## config.mk

```make
export PLATFORM = sky130hd
export DESIGN_NAME = dcsl_core
export DESIGN_NICKNAME = d
export VERILOG_FILES = /design/src/rtl/dcsl_pkg.sv /design/src/rtl/dcsl_core.sv
export SDC_FILE = /design/constraint.sdc
export NUM_CORES = 1
export LEC_CHECK = 0
export ABC_AREA = 1
export BUFFER_PORTS_ARGS = -buffer_cell sky130_fd_sc_hd__buf_2
export CORE_MARGIN = 3
export CORE_UTILIZATION = 50
export CTS_CLUSTER_DIAMETER = 40
export DETAILED_ROUTE_END_ITERATION = 7
export PLACE_DENSITY = 0.74
export SKIP_CTS_REPAIR_TIMING = 1
export SLEW_MARGIN = 30
export SYNTH_ARGS = -nofsm -noshare
export SYNTH_HDL_FRONTEND = slang
export SYNTH_SLANG_ARGS = --single-unit
```

## constraint.sdc

```tcl
create_clock -name clock -period 3 [get_ports clock]
set_input_delay 0 -clock clock [delete_from_list [all_inputs] [get_ports clock]]
set_output_delay 0 -clock clock [all_outputs]
set_load 0.1 [all_outputs]
```

## src/rtl/dcsl_pkg.sv

```systemverilog
// constants and types of the drive control signal logic
package dcsl_pkg;
    localparam int CLK_HZ = 200_000_000;
    localparam int MS_PER_S = 1000;
    localparam int MS_CYCLES = CLK_HZ / MS_PER_S;
    localparam int PULSE_MIN_MS = 32;
    localparam int MS_CNT_W = 18;
    localparam int PMS_W = 6;
    localparam int NUM_IN = 6;
    localparam int NUM_LOGIC = 2;
    localparam int POOL_W = 16;
    localparam int SEL_W = 4;
    localparam int NUM_FUNC = 16;
    localparam int NUM_TMR = 2;
    localparam int TIME_W = 16;
    localparam int MP_W = 16;
    // pool positions
    localparam int P_IN = 0;
    localparam int P_INV = 6;
    localparam int P_TMR = 12;
    localparam int P_LOGIC = 14;
    localparam int IN_FOUR = 3;
    // function indices
    localparam int F_CW = 0;
    localparam int F_CCW = 1;
    localparam int F_3W = 2;
    localparam int F_ACK = 3;
    localparam int F_T1 = 4;
    localparam int F_T2 = 5;
    localparam int F_THERMO = 6;
    localparam int F_NM = 7;
    localparam int F_DS1 = 8;
    localparam int F_DS2 = 9;
    localparam int F_FF1 = 10;
    localparam int F_FF2 = 11;
    localparam int F_FP1 = 12;
    localparam int F_FP2 = 13;
    localparam int F_MPUP = 14;
    localparam int F_MPDN = 15;
    // configuration codes
    localparam logic [7:0] LR_3W_CONTACT = 8'h05;
    localparam logic [7:0] LR_3W_KEYPAD = 8'h2e;
    localparam logic [15:0] CFG_FOC_A = 16'h00e6;
    localparam logic [15:0] CFG_FOC_B = 16'h01ae;
    // timer modes, falling edge adds the offset
    localparam logic [7:0] TM_OFF = 8'h00;
    localparam logic [7:0] TM_NORMAL = 8'h01;
    localparam logic [7:0] TM_RETRIG = 8'h02;
    localparam logic [7:0] TM_AND = 8'h03;
    localparam logic [7:0] TM_FALL_OFS = 8'h0a;
    localparam logic [1:0] SET_CODE_1 = 2'h0;
    localparam logic [1:0] SET_CODE_2 = 2'h1;
    localparam logic [1:0] SET_CODE_3 = 2'h2;
    localparam logic [1:0] SET_CODE_4 = 2'h3;
    typedef enum logic [1:0] {T_IDLE, T_DELAY, T_ON} dcsl_tmr_e;
    typedef enum logic [1:0] {W_IDLE, W_READY, W_RUN, W_STOP} dcsl_tw_e;
endpackage

```

## src/rtl/dcsl_core.sv

```systemverilog
// drive control signal logic: start, 3-wire, timers, selections
`timescale 1ns/1ps
`default_nettype none
module dcsl_core #(
    parameter int MsCycles = dcsl_pkg::MS_CYCLES
) (
    // clock and reset
    input wire logic clock,
    input wire logic rst_n,
    // contact inputs and internal logic signals
    input wire logic [dcsl_pkg::NUM_IN-1:0] digIn,
    input wire logic [dcsl_pkg::NUM_LOGIC-1:0] logicSig,
    // source select per function
    input wire logic [dcsl_pkg::NUM_FUNC-1:0][dcsl_pkg::SEL_W-1:0] funcSel,
    // configuration
    input wire logic [7:0] localRemote,
    input wire logic [15:0] configCode,
    input wire logic [1:0] startMode,
    input wire logic [1:0] stopMode,
    input wire logic [dcsl_pkg::NUM_TMR-1:0][7:0] tmrMode,
    input wire logic [dcsl_pkg::NUM_TMR-1:0][dcsl_pkg::TIME_W-1:0] tmrDelay,
    input wire logic [dcsl_pkg::NUM_TMR-1:0][dcsl_pkg::TIME_W-1:0] tmrDuration,
    input wire logic [dcsl_pkg::MP_W-1:0] mpInit,
    input wire logic [dcsl_pkg::MP_W-1:0] mpStep,
    // fault events
    input wire logic faultIn,
    input wire logic progWrite,
    // drive commands
    output logic runCmd,
    output logic dirCcw,
    output logic [1:0] startProfile,
    output logic [1:0] stopProfile,
    output logic threeWireOn,
    output logic startCheckTrip,
    output logic faultLatched,
    // routed selections
    output logic [dcsl_pkg::NUM_TMR-1:0] tmrOut,
    output logic thermoTrip,
    output logic torqueSel,
    output logic [1:0] activeDataSet,
    output logic [1:0] fixedFreqSel,
    output logic [1:0] fixedPctSel,
    output logic [dcsl_pkg::MP_W-1:0] mpValue
);
    import dcsl_pkg::*;

    ////////////////////////////////////////////////////////////////////
    // millisecond tick
    localparam logic [MS_CNT_W-1:0] MsLast = MS_CNT_W'(MsCycles - 1);
    logic [MS_CNT_W-1:0] msCnt_q;
    logic msTick;
    assign msTick = (msCnt_q == MsLast);
    always_ff @(posedge clock) begin
        if (!rst_n || msTick) begin
            msCnt_q <= '0;
        end else begin
            msCnt_q <= msCnt_q + 1'b1;
        end
    end

    ////////////////////////////////////////////////////////////////////
    // signal pool and function sources
    logic [POOL_W-1:0] pool;
    logic [NUM_FUNC-1:0] fn;
    logic [NUM_TMR-1:0] tmrOut_q;
    assign pool[P_IN +: NUM_IN] = digIn;
    assign pool[P_INV +: NUM_IN] = ~digIn;
    assign pool[P_TMR +: NUM_TMR] = tmrOut_q;
    assign pool[P_LOGIC +: NUM_LOGIC] = logicSig;
    genvar f;
    generate
        for (f = 0; f < NUM_FUNC; f++) begin : gFunc
            assign fn[f] = pool[funcSel[f]];
        end
    endgenerate

    ////////////////////////////////////////////////////////////////////
    // timers
    genvar t;
    generate
        for (t = 0; t < NUM_TMR; t++) begin : gTmr
            dcsl_tmr_e st_q;
            logic [TIME_W-1:0] cnt_q;
            logic prev_q;
            logic tin;
            logic fallMode;
            logic [7:0] base;
            logic edgeHit;
            logic bypass;
            assign tin = fn[F_T1 + t];
            assign fallMode = (tmrMode[t] > TM_AND);
            assign base = fallMode ? (tmrMode[t] - TM_FALL_OFS) : tmrMode[t];
            assign edgeHit = fallMode ? (prev_q & ~tin) : (~prev_q & tin);
            // zero delay and duration pass through
            assign bypass = (tmrDelay[t] == '0) && (tmrDuration[t] == '0);
            always_ff @(posedge clock) begin
                if (!rst_n) begin
                    prev_q <= 1'b0;
                end else begin
                    prev_q <= tin;
                end
            end
            always_ff @(posedge clock) begin
                if (!rst_n || base == TM_OFF || base > TM_AND) begin
                    st_q <= T_IDLE;
                    cnt_q <= '0;
                    tmrOut_q[t] <= 1'b0;
                end else if (bypass) begin
                    st_q <= T_IDLE;
                    cnt_q <= '0;
                    tmrOut_q[t] <= tin;
                end else begin
                    case (st_q)
                        T_IDLE: begin
                            tmrOut_q[t] <= 1'b0;
                            cnt_q <= '0;
                            if (edgeHit) begin
                                st_q <= T_DELAY;
                            end
                        end
                        T_DELAY: begin
                            if (base != TM_NORMAL && edgeHit) begin
                                cnt_q <= '0;
                            end else if (base == TM_AND && !tin) begin
                                cnt_q <= '0;
                            end else if (cnt_q >= tmrDelay[t]) begin
                                st_q <= T_ON;
                                cnt_q <= '0;
                                tmrOut_q[t] <= 1'b1;
                            end else if (msTick) begin
                                cnt_q <= cnt_q + 1'b1;
                            end
                        end
                        T_ON: begin
                            if (base == TM_AND && !tin) begin
                                st_q <= T_IDLE;
                                tmrOut_q[t] <= 1'b0;
                            end else if (tmrDuration[t] == '0) begin
                                tmrOut_q[t] <= 1'b1;
                            end else if (cnt_q >= tmrDuration[t]) begin
                                st_q <= T_IDLE;
                                tmrOut_q[t] <= 1'b0;
                            end else if (msTick) begin
                                cnt_q <= cnt_q + 1'b1;
                            end
                        end
                        default: begin
                            st_q <= T_IDLE;
                        end
                    endcase
                end
            end
        end
    endgenerate
    assign tmrOut = tmrOut_q;

    ////////////////////////////////////////////////////////////////////
    // fault latch
    logic fault_q;
    logic ackPrev_q;
    logic ackRise;
    assign ackRise = fn[F_ACK] & ~ackPrev_q;
    always_ff @(posedge clock) begin
        if (!rst_n) begin
            fault_q <= 1'b0;
            ackPrev_q <= 1'b0;
        end else begin
            ackPrev_q <= fn[F_ACK];
            // set wins, write or acknowledge clears
            if (faultIn) begin
                fault_q <= 1'b1;
            end else if (progWrite || ackRise) begin
                fault_q <= 1'b0;
            end
        end
    end
    assign faultLatched = fault_q;

    ////////////////////////////////////////////////////////////////////
    // start command and 3-wire control
    logic mode3w;
    logic enable3w;
    logic cwLvl;
    logic ccwLvl;
    logic cwPrev_q;
    logic ccwPrev_q;
    logic cwRise;
    logic ccwRise;
    logic latchLvl;
    logic otherLvl;
    logic inWindow;
    dcsl_tw_e tw_q;
    logic twDir_q;
    logic [PMS_W-1:0] pulseMs_q;
    logic trip_q;
    logic run_q;
    logic dir_q;
    logic [1:0] startProf_q;
    logic [1:0] stopProf_q;
    // 3-wire only for the two codes
    assign mode3w = (localRemote == LR_3W_CONTACT) || (localRemote == LR_3W_KEYPAD);
    assign enable3w = fn[F_3W];
    assign cwLvl = fn[F_CW];
    assign ccwLvl = fn[F_CCW];
    assign cwRise = cwLvl & ~cwPrev_q;
    assign ccwRise = ccwLvl & ~ccwPrev_q;
    assign latchLvl = twDir_q ? ccwLvl : cwLvl;
    assign otherLvl = twDir_q ? cwLvl : ccwLvl;
    assign inWindow = (pulseMs_q < PMS_W'(PULSE_MIN_MS));
    always_ff @(posedge clock) begin
        if (!rst_n) begin
            cwPrev_q <= 1'b0;
            ccwPrev_q <= 1'b0;
        end else begin
            cwPrev_q <= cwLvl;
            ccwPrev_q <= ccwLvl;
        end
    end
    always_ff @(posedge clock) begin
        if (!rst_n || !mode3w) begin
            tw_q <= W_IDLE;
            twDir_q <= 1'b0;
            pulseMs_q <= '0;
            trip_q <= 1'b0;
        end else begin
            case (tw_q)
                W_IDLE: begin
                    trip_q <= 1'b0;
                    if (enable3w) begin
                        tw_q <= W_READY;
                    end
                end
                W_READY: begin
                    pulseMs_q <= '0;
                    if (!enable3w) begin
                        tw_q <= W_IDLE;
                    end else if (cwRise && ccwRise) begin
                        tw_q <= W_STOP;
                        trip_q <= 1'b1;
                    end else if ((cwRise || ccwRise) && !fault_q) begin
                        tw_q <= W_RUN;
                        twDir_q <= ccwRise;
                    end
                end
                W_RUN: begin
                    if (msTick && inWindow) begin
                        pulseMs_q <= pulseMs_q + 1'b1;
                    end
                    if (!enable3w) begin
                        tw_q <= W_IDLE;
                    end else if (fault_q) begin
                        tw_q <= W_STOP;
                    end else if (inWindow && !latchLvl) begin
                        tw_q <= W_STOP;
                        trip_q <= 1'b1;
                    end else if (inWindow && otherLvl) begin
                        tw_q <= W_STOP;
                        trip_q <= 1'b1;
                    end
                end
                W_STOP: begin
                    if (!enable3w) begin
                        tw_q <= W_IDLE;
                    end
                end
                default: begin
                    tw_q <= W_IDLE;
                end
            endcase
        end
    end
    always_ff @(posedge clock) begin
        if (!rst_n) begin
            run_q <= 1'b0;
            dir_q <= 1'b0;
        end else if (mode3w) begin
            // armed by level, started by pulse
            run_q <= (tw_q == W_RUN) && enable3w && !fault_q;
            dir_q <= twDir_q;
        end else begin
            // run only with a direction start
            run_q <= (cwLvl || ccwLvl) && !fault_q;
            dir_q <= ccwLvl && !cwLvl;
        end
    end
    always_ff @(posedge clock) begin
        if (!rst_n) begin
            startProf_q <= '0;
            stopProf_q <= '0;
        end else begin
            startProf_q <= startMode;
            stopProf_q <= stopMode;
        end
    end
    assign runCmd = run_q;
    assign dirCcw = dir_q;
    assign startProfile = startProf_q;
    assign stopProfile = stopProf_q;
    assign threeWireOn = mode3w;
    assign startCheckTrip = trip_q;

    ////////////////////////////////////////////////////////////////////
    // routed and coded selections
    logic focCfg;
    logic thermo_q;
    logic torque_q;
    logic [1:0] ds_q;
    logic [1:0] ff_q;
    logic [1:0] fp_q;
    logic [1:0] dsCode;
    logic [1:0] ffCode;
    logic [1:0] fpCode;
    function automatic logic [1:0] setCode(input logic a, input logic b);
        logic [1:0] r;
        r = SET_CODE_1;
        case ({a, b})
            2'b00: r = SET_CODE_1;
            2'b10: r = SET_CODE_2;
            2'b11: r = SET_CODE_3;
            2'b01: r = SET_CODE_4;
            default: r = SET_CODE_1;
        endcase
        return r;
    endfunction
    assign dsCode = setCode(fn[F_DS1], fn[F_DS2]);
    assign ffCode = setCode(fn[F_FF1], fn[F_FF2]);
    assign fpCode = setCode(fn[F_FP1], fn[F_FP2]);
    assign focCfg = (configCode == CFG_FOC_A) || (configCode == CFG_FOC_B);
    always_ff @(posedge clock) begin
        if (!rst_n) begin
            thermo_q <= 1'b0;
            torque_q <= 1'b0;
            ds_q <= SET_CODE_1;
            ff_q <= SET_CODE_1;
            fp_q <= SET_CODE_1;
        end else begin
            thermo_q <= fn[F_THERMO];
            torque_q <= focCfg && fn[F_NM];
            ds_q <= dsCode;
            ff_q <= ffCode;
            fp_q <= fpCode;
        end
    end
    assign thermoTrip = thermo_q;
    assign torqueSel = torque_q;
    assign activeDataSet = ds_q;
    assign fixedFreqSel = ff_q;
    assign fixedPctSel = fp_q;

    ////////////////////////////////////////////////////////////////////
    // motor potentiometer
    logic [MP_W-1:0] mp_q;
    logic [MP_W:0] mpUpSum;
    logic [MP_W:0] mpDnDiff;
    assign mpUpSum = {1'b0, mp_q} + {1'b0, mpStep};
    assign mpDnDiff = {1'b0, mp_q} - {1'b0, mpStep};
    always_ff @(posedge clock) begin
        if (!rst_n) begin
            mp_q <= '0;
        end else begin
            // hold, ramp up, ramp down, reset
            case ({fn[F_MPUP], fn[F_MPDN]})
                2'b11: mp_q <= mpInit;
                2'b10: begin
                    if (msTick) begin
                        mp_q <= mpUpSum[MP_W] ? '1 : mpUpSum[MP_W-1:0];
                    end
                end
                2'b01: begin
                    if (msTick) begin
                        mp_q <= mpDnDiff[MP_W] ? '0 : mpDnDiff[MP_W-1:0];
                    end
                end
                default: mp_q <= mp_q;
            endcase
        end
    end
    assign mpValue = mp_q;
endmodule
`default_nettype wire

```

; ---- Word level (Yosys, flattened, before mapping)
; Cells that the tools add are included.
[totals]
regBits = 102
inputBits = 216
output_inout_bits = 35
[op_classes]
add_sub_neg = 8
n_lt_le_gt_ge = 25
n_eq_ne = 66
n_mux = 117
bitwise = 16
reduce_logical = 67
[ops]
columns = cell, n
row1 = $mux W16, 18
row2 = $pmux W16 S3, 3
row3 = $lt A4 B5 Y1 const B, 16
row4 = $bmux W1 S4, 16
row5 = $ge A16 B16 Y1, 4
row6 = $logic_not A16 Y1, 4
row7 = $mux W2, 23
row8 = $ne A2 B2 Y1 const B, 23
row9 = $mux W1, 44
row10 = $ne A3 B3 Y1 const B, 11
row11 = $add A16 B1 Y16 const B, 2
row12 = $gt A8 B2 Y1 const B, 4
row13 = $pmux W2 S4, 4
row14 = $eq A2 B2 Y1 const B, 12
row15 = $add A18 B1 Y18 const B, 1
row16 = $eq A18 B18 Y1 const B, 1
row17 = $reduce_and A6 Y1, 3
row18 = $add A16 B16 Y17, 1
row19 = $sub A16 B16 Y17, 1
row20 = $eq A16 B8 Y1 const B, 1
row21 = $eq A16 B9 Y1 const B, 1
row22 = $eq A8 B2 Y1 const B, 2
row23 = $logic_and A1 B1 Y1, 16
row24 = $logic_not A8 Y1, 2
row25 = other kinds (28), 86

; ---- Longest topological paths before layout
[logic_depth]
depth_word = 10
ltp_mapped = 20

; ---- Worst setup path after synthesis
; OpenSTA, ideal clock, no wires.
[synth_path]
path_kind = register -> register
startpoint = reg tmrOut_q[0], in the netlist tmrOut[0]
endpoint = reg mp_q[12], in the netlist mpValue[12]
setup_ns = 0.132
arrival_ns = 3.053
required_ns = 2.868
slack_ns = -0.185
path_stages_with_launch = 15
n_path_buf = 3
period_less_slack_ns = 3.185
cell_sequence = dfxtp_1 -> inv_1 -> clkbuf_1 -> o21ai_0 -> a31oi_1 -> o21ai_0 -> inv_1 -> ha_1 -> clkbuf_1 -> inv_1 -> a21oi_2 -> buf_4 -> o211ai_1 -> nand2_1 -> a21oi_1
[synth_via]
elab_chain_cells = 5
word_cells_on_any_way = 12
cone_classes = 5 x eq/ne / 5 x mux / 2 x reduce/logical
[synth_lines]
columns = element, line
row1 = start: declaration, dcsl_core.sv:65  ; logic [NUM_TMR-1:0] tmrOut_q;
row2 = start signal: indexed assignment, dcsl_core.sv:111  ; tmrOut_q[t] <= tin;
row3 = $bmux W1 S4, dcsl_core.sv:73  ; assign fn[f] = pool[funcSel[f]];
row4 = $mux W1 (not written as such), dcsl_core.sv:73
row5 = $eq A2 B2 Y1 / $eq A2 B1 Y1 (equally long branches), dcsl_core.sv:362  ; case ({fn[F_MPUP], fn[F_MPDN]})
row6 = $ne A2 B2 Y1 (no line) / $reduce_bool A3 Y1 (equally long branches), -
row7 = $reduce_and A3 Y1 (no line), -
row8 = end signal: assignment, dcsl_core.sv:363  ; 2'b11: mp_q <= mpInit;
row9 = end signal: assignment, dcsl_core.sv:366  ; mp_q <= mpUpSum[MP_W] ? '1 : mpUpSum[MP_W-1:0];
row10 = end signal: assignment, dcsl_core.sv:371  ; mp_q <= mpDnDiff[MP_W] ? '0 : mpDnDiff[MP_W-1:0];
row11 = end: declaration, dcsl_core.sv:352  ; logic [MP_W-1:0] mp_q;
; Several ways; a longest one is shown, not always the timed one. The select of a mux whose other input is x is not followed.
; A chain may end at the register's enable or synchronous reset.

; ---- Worst setup path after layout
[layout_path]
startpoint = in configCode[10]
endpoint = reg torque_q, in the netlist torqueSel
[layout_via]
elab_chain_cells = 3
word_cells_on_any_way = 4
cone_classes = 2 x eq/ne / 2 x reduce/logical
[layout_lines]
columns = element, line
row1 = start: declaration, dcsl_core.sv:17  ; input wire logic [15:0] configCode,
row2 = $eq A16 B8 Y1 / $eq A16 B9 Y1 (equally long branches), dcsl_core.sv:328  ; assign focCfg = (configCode == CFG_FOC_A) || (configCode == CFG_FOC_B);
row3 = $logic_or A1 B1 Y1 (*), dcsl_core.sv:328
row4 = $logic_and A1 B1 Y1 (*), dcsl_core.sv:338  ; torque_q <= focCfg && fn[F_NM];
row5 = end signal: assignment, dcsl_core.sv:338
row6 = end: declaration, dcsl_core.sv:306  ; logic torque_q;
; Every way passes the cells marked *; elsewhere a longest branch is shown, timed or not.

==> flow_summary.ini <==
[die]
die-area_um2 = 26200
ios = 251
rows = 56
start_util_pct = 51.4
core_area_um2 = 23700
die_y_um = 162
fp.dieW_um = 162

[clock_tree]
insertion_delay_ns = 0.36
cts_buffer_depth = 2
path_clk_slew_ns = 0.07
cts_tree = yes
numCtsBuffers = 9
cts-root-buf = clkbuf_16
cts.htree.levels = 3
cts.sinks = 102

[sta]
post-route-period-util_pct = 94.4
worstMarginPinSlew_ns = 0.707
rsz0062_at_grt = false
finalSetupViolations = 0
slew_headroom_pct = 52.8
hold_viol_final = 0
maxSlewViolCount = 0
finalClockSkew_ns = 0.0102
fmax_mhz = 353
period_minus_slack_ns = 2.83
finalSetupTns_ns = 0

[detailed_routing]
drt-total-wl_um = 35300
wire_per_inst_um = 13.6
drt_first_iter_violations = 964
drt_pre_antenna_iters = 6
antenna_left = 0
via_per_inst = 5.32
drc_errors = 0
vias = 13800

[setup_path]
critPathLaunch = configCode[10]
worstReg2RegStart = tmrOut[0]
worstReg2RegEnd = mpValue[11]
crit_fanout = 1
crit_required_ns = 3.30
critPathSlowestCell = dlygate4sd3_1
worstSetupEndpointType = register
criticalPathCategory = input port to register
max_stage_delay_ns = 0.63
crit_chain = dlygate4sd3_1 -> buf_2 -> nor4_1 -> dlygate4sd3_1 -> nand4_1 -> dlygate4sd3_1 -> a2111oi_0 -> dlygate4sd3_1
reg2reg_slack_ns = 0.39
worst-path-buf-inv = 5
cp_top_family = buffers and inverters
worstRegToRegCells = 13
crit_path_start_kind = input port
cpMostUsedCell = dlygate4sd3_1
cp_data_arrival_time_ns = 3.14

[placed_design]
gp_congestion = 0.928
hpwl_um = 28300
port_buffers = 250

[pwr]
p_sw_uw = 1970
switching_share_pct = 43.0
p_clk_share_pct = 24.5
power_uw = 4580
p_per_area_nw_per_um2 = 325
irDropWorstVdd_uv = 237
p_int_uw = 2610
p_leak_uw = 0.00706
combPwrFrac_pct = 43.5
power_frac_seq_pct = 32.0

[yosys]
yosysWarnings = 0
synth-main-ff-cell = dfxtp_1
avgSynthCellArea_um2 = 5.99
synth_top_area_cell = dfxtp_1
synth_common_cells = nand2_1, inv_1, nor2_1
syn-cell-area_um2 = 12200
synth-seq-cells = 102
ys_types = 55
synthArstFlopShare_pct = 0
synth-edff-count = 0
synth_area_leaders = dfxtp_1, nand2_1, ha_1
synth_nets = 2367
synthCells = 2032
yosysMostFrequentCell = nand2_1
synth_top_area_share_pct = 16.8
yosysSeqAreaShare_pct = 16.8

[min_path]
hold_class = input port to register
min-delay-start = mpInit[6]
hold_path_depth = 5
whs_endpoint = mpValue[6]

[cells_and_area]
areaGrowthSynthToFinish_pct = 15.8
drive_gt1_share_pct = 16.7
nNetsFinal = 2610

[global_route]
antenna_found_initial = 2
grt_first_pass_wirelength_um = 58200
grt_max_degree = 33
grt_pass1_vias = 12600
track_usage_pct = 26.1
grt_overflow_total = 0

[outcome]
outcome = finished, final reports clean

[run]
maxCapViolCount = 0
sequential cells by signal, indices dropped and copies added, names as in the netlist, 2 cells and up:
| register | cells |
|---|---|
| activeDataSet | 2 |
| fixedFreqSel | 2 |
| fixedPctSel | 2 |
| gTmr.cnt_q | 32 |
| gTmr.prev_q | 2 |
| gTmr.st_q | 4 |
| mpValue | 16 |
| msCnt_q | 18 |
| pulseMs_q | 6 |
| startProfile | 2 |
| stopProfile | 2 |
| tmrOut | 2 |
| tw_q | 2 |
worst min-delay path: cells and delay by family:
| family | cells | cell delay [ns] |
|---|---|---|
| simple gates | 3 | 0.17 |
| buf+inv | 1 | 0.10 |
| compound gates | 1 | 0.05 |
metal layers:
layer  part of all wire [%]  vias up  GRT usage (%)
met2                     49      458           47.1
met1                     43     6135           33.0
li1                       -     7162              -
met4                    2.0        0           6.17
met5                      0        -              0
met3                    6.1       66           3.39
per-stage QoR:
step                std cells  hold slack (ns)  setup slack (ns)  area [µm²]  util [%]
finish                   2600          0.00953             0.167       14100      59.5
global route             2600           0.0211            0.0687       14100      59.5
CTS                      2585           -0.190             0.439       14000      58.9
detailed placement       2570            0.186             0.409       13700      57.8
global placement         2570            0.180             0.492       13700      57.8
floorplan                2032           0.0976             0.170       12200         -
layout by cell type (no fill, tap or decap), types with 4 or more instances in the layout:
cell / n
nand2_1: 490
nor3_1: 32
dlygate4sd3_1: 13
nand3b_1: 12
buf_2: 250
buf_4: 22
nor2_2: 5
clkbuf_16: 9
or2_2: 4
xnor2_1: 7
o211ai_1: 30
nor2_1: 212
nand4_1: 46
nand3_2: 11
xor2_1: 32
o21ai_0: 143
inv_2: 12
nor4_1: 8
a31oi_1: 6
a21oi_1: 152
nand2_4: 9
ha_1: 117
o21a_1: 15
o21ai_1: 18
o21bai_1: 10
nor2_4: 6
a21o_1: 4
nand3_1: 149
inv_1: 278
a21oi_2: 14
a211o_1: 4
nand2_2: 21
dfxtp_1: 100
power groups by stage:
| stage | clock network (µW) | logic [µW] | registers (µW) |
|---|---|---|---|
| 2_1_floorplan | 0 | 1090 | 1860 |
| 3_3_place_gp | 0 | 1940 | 1490 |
| 3_5_place_dp | 0 | 1960 | 1500 |
| 4_1_cts | 1160 | 1970 | 1470 |
| 5_1_grt | 1210 | 2220 | 1480 |
| 6_report | 1120 | 1990 | 1470 |
worst max-delay path by stage:
stage                  endpoint  cells after the start
floorplan            mpValue[1]                     14
global placement    mpValue[11]                     16
detailed placement  mpValue[11]                     16
CTS                 mpValue[11]                     13
global route          torqueSel                      8
finish                torqueSel                      8
area by class of cell:
cell class / instances / area [µm²]
fill: 2399 / 9590
multi-input combinational: 1584 / 8730
sequential: 102 / 2040
timing repair buffer: 285 / 1550
inverter: 293 / 1100
tap: 319 / 399
clock buffer: 12 / 246
clock inverter: 3 / 21.3
antenna: 2 / 5.00
cells by family (layout without fill, tap and decap cells):
group / after synthesis / after routing / share of synthesized area, %
and+or+nand+nor: 1015 / 1015 / 37.4
DFF: 102 / 102 / 16.8
muxes: 1 / 1 / 0.0925
adders and majority gates: 119 / 119 / 12.4
AOI/OAI and AO/OA: 410 / 410 / 19.1
buffers and inverters: 346 / 593 / 11.5
other: 0 / 2 / 0
xor gates and xnor gates: 39 / 39 / 2.81
No activity file was read; power rests on OpenSTA's default activity.
